`src/design/ipl_pkg.sv`:
```
/*
  ipl_pkg: offsets, field positions, reset values and carrier types for the
  interrupt priority level block.
  assumes: an 8-bit special-function register space reached over a plain port.
*/
package ipl_pkg;

  // register offsets
  localparam logic [7:0] IPL_OFS_LOW_B  = 8'hb2;
  localparam logic [7:0] IPL_OFS_HIGH_B = 8'hb3;
  localparam logic [7:0] IPL_OFS_HIGH_A = 8'hb7;
  localparam logic [7:0] IPL_OFS_LOW_A  = 8'hb8;

  // reset values
  localparam logic [7:0] IPL_RST_VAL    = 8'h00;

  // bank b: bits 6 and 3 are reserved
  localparam logic [7:0] IPL_BANK_B_MASK = 8'hb7;

  // level block bit position, common to all four registers
  localparam int IPL_BLOCK_BIT = 7;

  // source counts
  localparam int IPL_SRC_A = 7;
  localparam int IPL_SRC_B = 6;
  localparam int IPL_SRC_N = IPL_SRC_A + IPL_SRC_B;

  // source index in the combined vector (bank a low, bank b above)
  localparam int IPL_SRC_EXT_ZERO   = 0;
  localparam int IPL_SRC_TIMER_ZERO = 1;
  localparam int IPL_SRC_EXT_ONE    = 2;
  localparam int IPL_SRC_TIMER_ONE  = 3;
  localparam int IPL_SRC_SERIAL     = 4;
  localparam int IPL_SRC_TIMER_TWO  = 5;
  localparam int IPL_SRC_COUNTER    = 6;
  localparam int IPL_SRC_KEYPAD     = 7;
  localparam int IPL_SRC_TWO_WIRE   = 8;
  localparam int IPL_SRC_SPI        = 9;
  localparam int IPL_SRC_RSVD_B3    = 10;
  localparam int IPL_SRC_COMPARATOR = 11;
  localparam int IPL_SRC_CONVERTER  = 12;

  // register bus request
  typedef struct packed {
    logic [7:0] addr;
    logic [7:0] wdata;
    logic       wr;
    logic       rd;
  } ipl_bus_req_t;

  // per-source level
  typedef logic [1:0] ipl_level_t;

endpackage

```
`src/design/ipl_top.sv`:
```
/*
  ipl_top: priority level registers, per-source two-bit levels and the
  per-level block mask for the interrupt controller.
  assumes: the register master follows one-cycle strobes and reads data in the
  cycle after the read strobe; source enables and global enable come from the
  enable registers on the same clock.
*/
// The address-and-strobe port is this design's own decision.
`timescale 1ns/10ps
`default_nettype none

module ipl_top
  import ipl_pkg::*;
(
  // clock and reset
  input  wire logic                   sys_clk_in,
  input  wire logic                   resetn_in,
  // register port
  input  wire ipl_pkg::ipl_bus_req_t  bus_req_in,
  output logic [7:0]                  bus_rdata_out,
  // sources
  input  wire logic [ipl_pkg::IPL_SRC_N-1:0] src_enable_in,
  input  wire logic                   global_irq_enable_in,
  // priority results
  output logic [2*ipl_pkg::IPL_SRC_N-1:0]    src_level_out,
  output logic [ipl_pkg::IPL_SRC_N-1:0]      src_eligible_out,
  output logic [3:0]                  level_block_out
);
  import ipl_pkg::*;

  logic [7:0] priority_low_bank_a;
  logic [7:0] priority_high_bank_a;
  logic [7:0] priority_low_bank_b;
  logic [7:0] priority_high_bank_b;
  logic [IPL_SRC_N-1:0] hi_bits;
  logic [IPL_SRC_N-1:0] lo_bits;
  logic [7:0] next_rdata;
  logic [7:0] wdata_b;
  logic [2*IPL_SRC_N-1:0] next_level;
  logic [IPL_SRC_N-1:0] next_eligible;

  // named fields of the four registers
  logic level_zero_block;
  logic level_one_block;
  logic level_two_block;
  logic level_three_block;
  logic counter_array_prio_lo;
  logic timer_two_prio_lo;
  logic serial_prio_lo;
  logic timer_one_prio_lo;
  logic ext_one_prio_lo;
  logic timer_zero_prio_lo;
  logic ext_zero_prio_lo;
  logic counter_array_prio_hi;
  logic timer_two_prio_hi;
  logic serial_prio_hi;
  logic timer_one_prio_hi;
  logic ext_one_prio_hi;
  logic timer_zero_prio_hi;
  logic ext_zero_prio_hi;
  logic converter_prio_lo;
  logic comparator_prio_lo;
  logic spi_prio_lo;
  logic two_wire_prio_lo;
  logic keypad_prio_lo;
  logic converter_prio_hi;
  logic comparator_prio_hi;
  logic spi_prio_hi;
  logic two_wire_prio_hi;
  logic keypad_prio_hi;

  // bank b drops its reserved bits before they reach the flops
  assign wdata_b = bus_req_in.wdata & IPL_BANK_B_MASK;

  // write decode; unmapped offsets are ignored
  always_ff @(posedge sys_clk_in or negedge resetn_in) begin
    if (!resetn_in) begin
      priority_low_bank_a  <= IPL_RST_VAL;
      priority_high_bank_a <= IPL_RST_VAL;
      priority_low_bank_b  <= IPL_RST_VAL;
      priority_high_bank_b <= IPL_RST_VAL;
    end else if (bus_req_in.wr) begin
      unique case (bus_req_in.addr)
        IPL_OFS_LOW_A:  priority_low_bank_a  <= bus_req_in.wdata;
        IPL_OFS_HIGH_A: priority_high_bank_a <= bus_req_in.wdata;
        IPL_OFS_LOW_B:  priority_low_bank_b  <= wdata_b;
        IPL_OFS_HIGH_B: priority_high_bank_b <= wdata_b;
        default: ;
      endcase
    end
  end

  // read mux; unmapped offsets read zero
  always_comb begin
    next_rdata = 8'h00;
    if (bus_req_in.rd) begin
      unique case (bus_req_in.addr)
        IPL_OFS_LOW_A:  next_rdata = priority_low_bank_a;
        IPL_OFS_HIGH_A: next_rdata = priority_high_bank_a;
        IPL_OFS_LOW_B:  next_rdata = priority_low_bank_b;
        IPL_OFS_HIGH_B: next_rdata = priority_high_bank_b;
        default:        next_rdata = 8'h00;
      endcase
    end
  end

  // read data stands only in the cycle after the strobe
  always_ff @(posedge sys_clk_in or negedge resetn_in) begin
    if (!resetn_in) begin
      bus_rdata_out <= 8'h00;
    end else begin
      bus_rdata_out <= next_rdata;
    end
  end

  // low bank a: low bits of bank-a sources, bit 7 blocks level zero
  assign level_zero_block      = priority_low_bank_a[IPL_BLOCK_BIT];
  assign counter_array_prio_lo = priority_low_bank_a[IPL_SRC_COUNTER];
  assign timer_two_prio_lo     = priority_low_bank_a[IPL_SRC_TIMER_TWO];
  assign serial_prio_lo        = priority_low_bank_a[IPL_SRC_SERIAL];
  assign timer_one_prio_lo     = priority_low_bank_a[IPL_SRC_TIMER_ONE];
  assign ext_one_prio_lo       = priority_low_bank_a[IPL_SRC_EXT_ONE];
  assign timer_zero_prio_lo    = priority_low_bank_a[IPL_SRC_TIMER_ZERO];
  assign ext_zero_prio_lo      = priority_low_bank_a[IPL_SRC_EXT_ZERO];

  // high bank a: high bits of bank-a sources, bit 7 blocks level one
  assign level_one_block       = priority_high_bank_a[IPL_BLOCK_BIT];
  assign counter_array_prio_hi = priority_high_bank_a[IPL_SRC_COUNTER];
  assign timer_two_prio_hi     = priority_high_bank_a[IPL_SRC_TIMER_TWO];
  assign serial_prio_hi        = priority_high_bank_a[IPL_SRC_SERIAL];
  assign timer_one_prio_hi     = priority_high_bank_a[IPL_SRC_TIMER_ONE];
  assign ext_one_prio_hi       = priority_high_bank_a[IPL_SRC_EXT_ONE];
  assign timer_zero_prio_hi    = priority_high_bank_a[IPL_SRC_TIMER_ZERO];
  assign ext_zero_prio_hi      = priority_high_bank_a[IPL_SRC_EXT_ZERO];

  // low bank b: bank-b sources sit at their index less the bank-a count
  assign level_two_block    = priority_low_bank_b[IPL_BLOCK_BIT];
  assign converter_prio_lo  = priority_low_bank_b[IPL_SRC_CONVERTER-IPL_SRC_A];
  assign comparator_prio_lo = priority_low_bank_b[IPL_SRC_COMPARATOR-IPL_SRC_A];
  assign spi_prio_lo        = priority_low_bank_b[IPL_SRC_SPI-IPL_SRC_A];
  assign two_wire_prio_lo   = priority_low_bank_b[IPL_SRC_TWO_WIRE-IPL_SRC_A];
  assign keypad_prio_lo     = priority_low_bank_b[IPL_SRC_KEYPAD-IPL_SRC_A];

  // high bank b: bit 7 blocks level three
  assign level_three_block  = priority_high_bank_b[IPL_BLOCK_BIT];
  assign converter_prio_hi  = priority_high_bank_b[IPL_SRC_CONVERTER-IPL_SRC_A];
  assign comparator_prio_hi = priority_high_bank_b[IPL_SRC_COMPARATOR-IPL_SRC_A];
  assign spi_prio_hi        = priority_high_bank_b[IPL_SRC_SPI-IPL_SRC_A];
  assign two_wire_prio_hi   = priority_high_bank_b[IPL_SRC_TWO_WIRE-IPL_SRC_A];
  assign keypad_prio_hi     = priority_high_bank_b[IPL_SRC_KEYPAD-IPL_SRC_A];

  // high bits by source index; the reserved slot is tied to level zero
  assign hi_bits[IPL_SRC_EXT_ZERO]   = ext_zero_prio_hi;
  assign hi_bits[IPL_SRC_TIMER_ZERO] = timer_zero_prio_hi;
  assign hi_bits[IPL_SRC_EXT_ONE]    = ext_one_prio_hi;
  assign hi_bits[IPL_SRC_TIMER_ONE]  = timer_one_prio_hi;
  assign hi_bits[IPL_SRC_SERIAL]     = serial_prio_hi;
  assign hi_bits[IPL_SRC_TIMER_TWO]  = timer_two_prio_hi;
  assign hi_bits[IPL_SRC_COUNTER]    = counter_array_prio_hi;
  assign hi_bits[IPL_SRC_KEYPAD]     = keypad_prio_hi;
  assign hi_bits[IPL_SRC_TWO_WIRE]   = two_wire_prio_hi;
  assign hi_bits[IPL_SRC_SPI]        = spi_prio_hi;
  assign hi_bits[IPL_SRC_RSVD_B3]    = 1'b0;
  assign hi_bits[IPL_SRC_COMPARATOR] = comparator_prio_hi;
  assign hi_bits[IPL_SRC_CONVERTER]  = converter_prio_hi;

  // low bits by source index, same order as the high bits
  assign lo_bits[IPL_SRC_EXT_ZERO]   = ext_zero_prio_lo;
  assign lo_bits[IPL_SRC_TIMER_ZERO] = timer_zero_prio_lo;
  assign lo_bits[IPL_SRC_EXT_ONE]    = ext_one_prio_lo;
  assign lo_bits[IPL_SRC_TIMER_ONE]  = timer_one_prio_lo;
  assign lo_bits[IPL_SRC_SERIAL]     = serial_prio_lo;
  assign lo_bits[IPL_SRC_TIMER_TWO]  = timer_two_prio_lo;
  assign lo_bits[IPL_SRC_COUNTER]    = counter_array_prio_lo;
  assign lo_bits[IPL_SRC_KEYPAD]     = keypad_prio_lo;
  assign lo_bits[IPL_SRC_TWO_WIRE]   = two_wire_prio_lo;
  assign lo_bits[IPL_SRC_SPI]        = spi_prio_lo;
  assign lo_bits[IPL_SRC_RSVD_B3]    = 1'b0;
  assign lo_bits[IPL_SRC_COMPARATOR] = comparator_prio_lo;
  assign lo_bits[IPL_SRC_CONVERTER]  = converter_prio_lo;

  // per-level block bits, index is the level number
  assign level_block_out = {level_three_block,
                            level_two_block,
                            level_one_block,
                            level_zero_block};

  // next level and eligibility per source
  // level 0 is both bits clear, level 3 both set; the high bit weighs more
  // the reserved slot always lands on level 0 and follows its block bit
  genvar g;
  generate
    for (g = 0; g < IPL_SRC_N; g++) begin : g_src
      ipl_level_t lvl;
      assign lvl                   = {hi_bits[g], lo_bits[g]};
      assign next_level[2*g+1:2*g] = lvl;
      // a blocked level hides the source no matter its enable
      assign next_eligible[g] = src_enable_in[g] & global_irq_enable_in
                                & ~level_block_out[lvl];
    end
  endgenerate

  // one flop bank for all sources, so each output has a single driver
  always_ff @(posedge sys_clk_in or negedge resetn_in) begin
    if (!resetn_in) begin
      src_level_out    <= '0;
      src_eligible_out <= '0;
    end else begin
      src_level_out    <= next_level;
      src_eligible_out <= next_eligible;
    end
  end

endmodule

`default_nettype wire

```
`config.mk`:
```
export PLATFORM = sky130hd
export DESIGN_NAME = ipl_top
export DESIGN_NICKNAME = d
export VERILOG_FILES = /design/src/design/ipl_pkg.sv /design/src/design/ipl_top.sv
export SDC_FILE = /design/constraint.sdc
export NUM_CORES = 1
export LEC_CHECK = 0
export BUFFER_PORTS_ARGS = -buffer_cell sky130_fd_sc_hd__buf_2
export CAP_MARGIN = 20
export CORE_MARGIN = 5
export CORE_UTILIZATION = 50
export DETAILED_ROUTE_END_ITERATION = 10
export PLACE_DENSITY_LB_ADDON = 0.12
export SYNTH_ARGS = -nofsm -noshare
export SYNTH_HDL_FRONTEND = slang
export SYNTH_SLANG_ARGS = --single-unit
```
`constraint.sdc`:
```
create_clock -name sys_clk_in -period 2.1 [get_ports sys_clk_in]
set_clock_uncertainty 0.1 [all_clocks]
set_input_delay 0.42 -clock sys_clk_in [delete_from_list [all_inputs] [get_ports sys_clk_in]]
set_output_delay 0.42 -clock sys_clk_in [all_outputs]
set_load 0.01 [all_outputs]
```
==> results.sh <==
export IMPL_grt_remaining_overflow=0
export IMPL_cp_required_ns=1.58
export IMPL_root_buffer="clkbuf_8"
export IMPL_fin_hold_ws_ns=-0.00114
export IMPL_reg2reg_from="priority_high_bank_b[7]"
export IMPL_violations="negative hold slack"
export IMPL_start_util_pct=51.6
export IMPL_min_path_type="in2async"
export IMPL_port_buffers=82
export IMPL_path_cells="buf_2"
export IMPL_synth_edf_count=0
export IMPL_fin_crit_ns=1.85
export IMPL_syn_to_final_growth_pct=22.2
export IMPL_via_per_inst=5.34
export IMPL_final_util_pct=63.1
export IMPL_cts_tree="built"
export IMPL_synth_top_area_cell="dfrtp_1"
export IMPL_drive_above_1_share_pct=49.4
export IMPL_drtIter0Drc=81
export IMPL_cap_violations=0
export IMPL_antenna_found_initial=0
export IMPL_yosys_area_top_type_share_pct=59.8
export IMPL_postCtsSetupBuffers=0
export IMPL_grt_pass1_wl_um=11300
export IMPL_crit_type="reg2out"
export IMPL_diodes=0
export IMPL_drcViolationCount=0
export IMPL_dp_slack_ns=0.0845
export IMPL_worst_pin_slew_ns=0.738
export IMPL_htreeDepth=3
export IMPL_coreArea_um2=5920
export IMPL_max_clock_path_buffers=2
export IMPL_startpoint="priority_high_bank_a[7]"
export IMPL_finalSetupViolations=0
export IMPL_synth_seq_cells=73
export IMPL_setup_ws_ns=0.251
export IMPL_r2r_slack_ns=0.58
export IMPL_grt_pass1_vias=2178
export IMPL_ys_seq_area_share_pct=59.8
export IMPL_synth_area_leaders="dfrtp_1 (60%), mux2_2 (17%), mux2i_1 (3.9%), nand3_1 (3.8%), a211oi_1 (3.4%)"
export IMPL_fin_crit_sh_pct=88.0
export IMPL_peakVddDrop_mv=0.413
export IMPL_wl_per_cell_um=17.8
export IMPL_routed_wl_um=7010
export IMPL_layout_nets=349
export IMPL_multi_input_area_um2=1130
export IMPL_die_h_um=88.2
export IMPL_nFillCells=494
export IMPL_power_density_nw_per_um2=737
export IMPL_path_buf_inv=1
export IMPL_rsz0062_at_grt="no"
export IMPL_rows=28
export IMPL_end_kind="primary output"
export IMPL_dp_hpwl_um=4730
export IMPL_clk_insertion_delay_late_ns=0.34
export IMPL_tns_ns=0
export IMPL_drtPass1Iterations=4
export IMPL_crit_slowest_cell="dfrtp_1"
export IMPL_report_final_slew_viol_count=0
export IMPL_leakage_nw=1.97
export IMPL_ys_async_sr_fraction_pct=100
export IMPL_clk_pin_slew_ns=0.07
export IMPL_dpl_cell_count=379
export IMPL_drt_antenna_violating_nets=0
export IMPL_numCtsBuffers=9
export IMPL_critPathMaxFanout=15
export IMPL_max_slew_margin_rel_pct=50.5
export IMPL_avgSynthCellArea_um2=13.4
export IMPL_io_pins=85
export IMPL_max_freq_ghz=0.541
export IMPL_grt_max_degree=74
export IMPL_report_final_hold_viol_count=3
export IMPL_cts_num_sinks=73
export IMPL_cp_start_kind="flop"
export IMPL_yosysWarnings=0
export IMPL_synth_cell_type_count=24
export IMPL_gp_congestion=0.823
export IMPL_postSynthCellCount=228
export IMPL_worst_path_largest_cell_delay_ns=0.74
export IMPL_die_area_um2=7770
export IMPL_grtUsageTotal_pct=19.5
export IMPL_path_delay_family="flip-flops"
export IMPL_outcome="complete, but fails checks"
export IMPL_ff_latch_area_um2=1830
export IMPL_cp_arrival_ns=1.33
export IMPL_postCtsHoldBufs=0
export IMPL_synthFlopType="dfrtp_1"
export IMPL_die_w_um=88.2
export IMPL_vias=2110
export IMPL_syn_cell_area_um2=3060
export IMPL_cts_repair_resized=0
export IMPL_instances_no_fill=395
## state kept, by name, indices dropped and copies added, names as in the netlist
name                  count
src_level_out            24
bus_rdata_out             8
priority_high_bank_a      8
priority_low_bank_b       6
src_eligible_out         13
priority_high_bank_b      6
priority_low_bank_a       8
## synth_stat cells (2+ instances only)
cell	count
a311oi_1	6
mux2_2	46
a211oi_1	14
buf_2	3
nand2_1	13
mux2i_1	12
buf_4	6
nand3_1	23
dfrtp_1	73
nor2_1	12
and4b_1	2
clkbuf_1	6
## where the power goes
group          switching [W]  internal [W]  total (W)  leakage, nW
Sequential         0.0000607       0.00146    0.00152        0.996
Combinational       0.000128      0.000117   0.000245        0.878
Clock               0.000497      0.000487   0.000984       0.0911
Total               0.000686       0.00207    0.00275         1.97
## cell type report
cell class              count  area share, %
clock buffers              11           4.05
multi-input cells         138           30.3
flip-flops and latches     73           48.9
repair buffers             92           13.3
well taps                  75           2.51
clock inverters             5          0.804
inverters                   1          0.101
## routing by layer
metal	wire, µm	part of all wire, %	global-route usage, %
met5	0	0	0
met4	76	1.1	7.28
met3	407	5.8	3.39
met2	3510	50	32.1
met1	3020	43	26.0
## cell families after synthesis
group / count (synthesis) / synth area share [%]
buffers and inverters: 18 / 3.32
AO/OA/AOI/OAI: 21 / 5.36
other: 1 / 0.123
multiplexers: 58 / 20.9
AND/OR/NAND/NOR: 57 / 10.5
flip-flops: 73 / 59.8
## through the flow
stage / hold WS, ns / power (W) / instance area, µm²
floorplan: 0.0244 / 0.00166 / 3060
finish: -0.00114 / 0.00275 / 3730
detailed placement: 0.341 / 0.00180 / 3550
global route: 0.0369 / 0.00287 / 3730
global placement: 0.340 / 0.00179 / 3550
CTS: 0.0176 / 0.00278 / 3730
## final timing paths
path	end	cells past startpoint
min in group sys_clk_in	src_eligible_out[1]	3
worst min-delay path	src_level_out[13]	2
worst min register to register	src_level_out[25]	0
max in group asynchronous	priority_high_bank_b[5]	2
worst max register to register	bus_rdata_out[7]	3
worst max-delay path	level_block_out[1]	1
## placed cells by master (no fill, tap or decap), drive strengths merged
cell      netlist  final
dfrtp          73     73
inv             1      1
nand4b          1      1
and3b           1      1
a31oi           1      1
clkbuf          6     11
a211oi         14     14
mux2i          12     12
conb            1      2
buf            11     92
clkinvlp        0      2
clkinv          0      3
nand2b          1      1
a311oi          6      6
nor2           12     12
and4            1      1
nor3b           1      1
and4b           2      2
nand3          24     24
nor4b           1      1
mux2           46     46
nand2          13     13
Power figures use the tool's default switching activity.
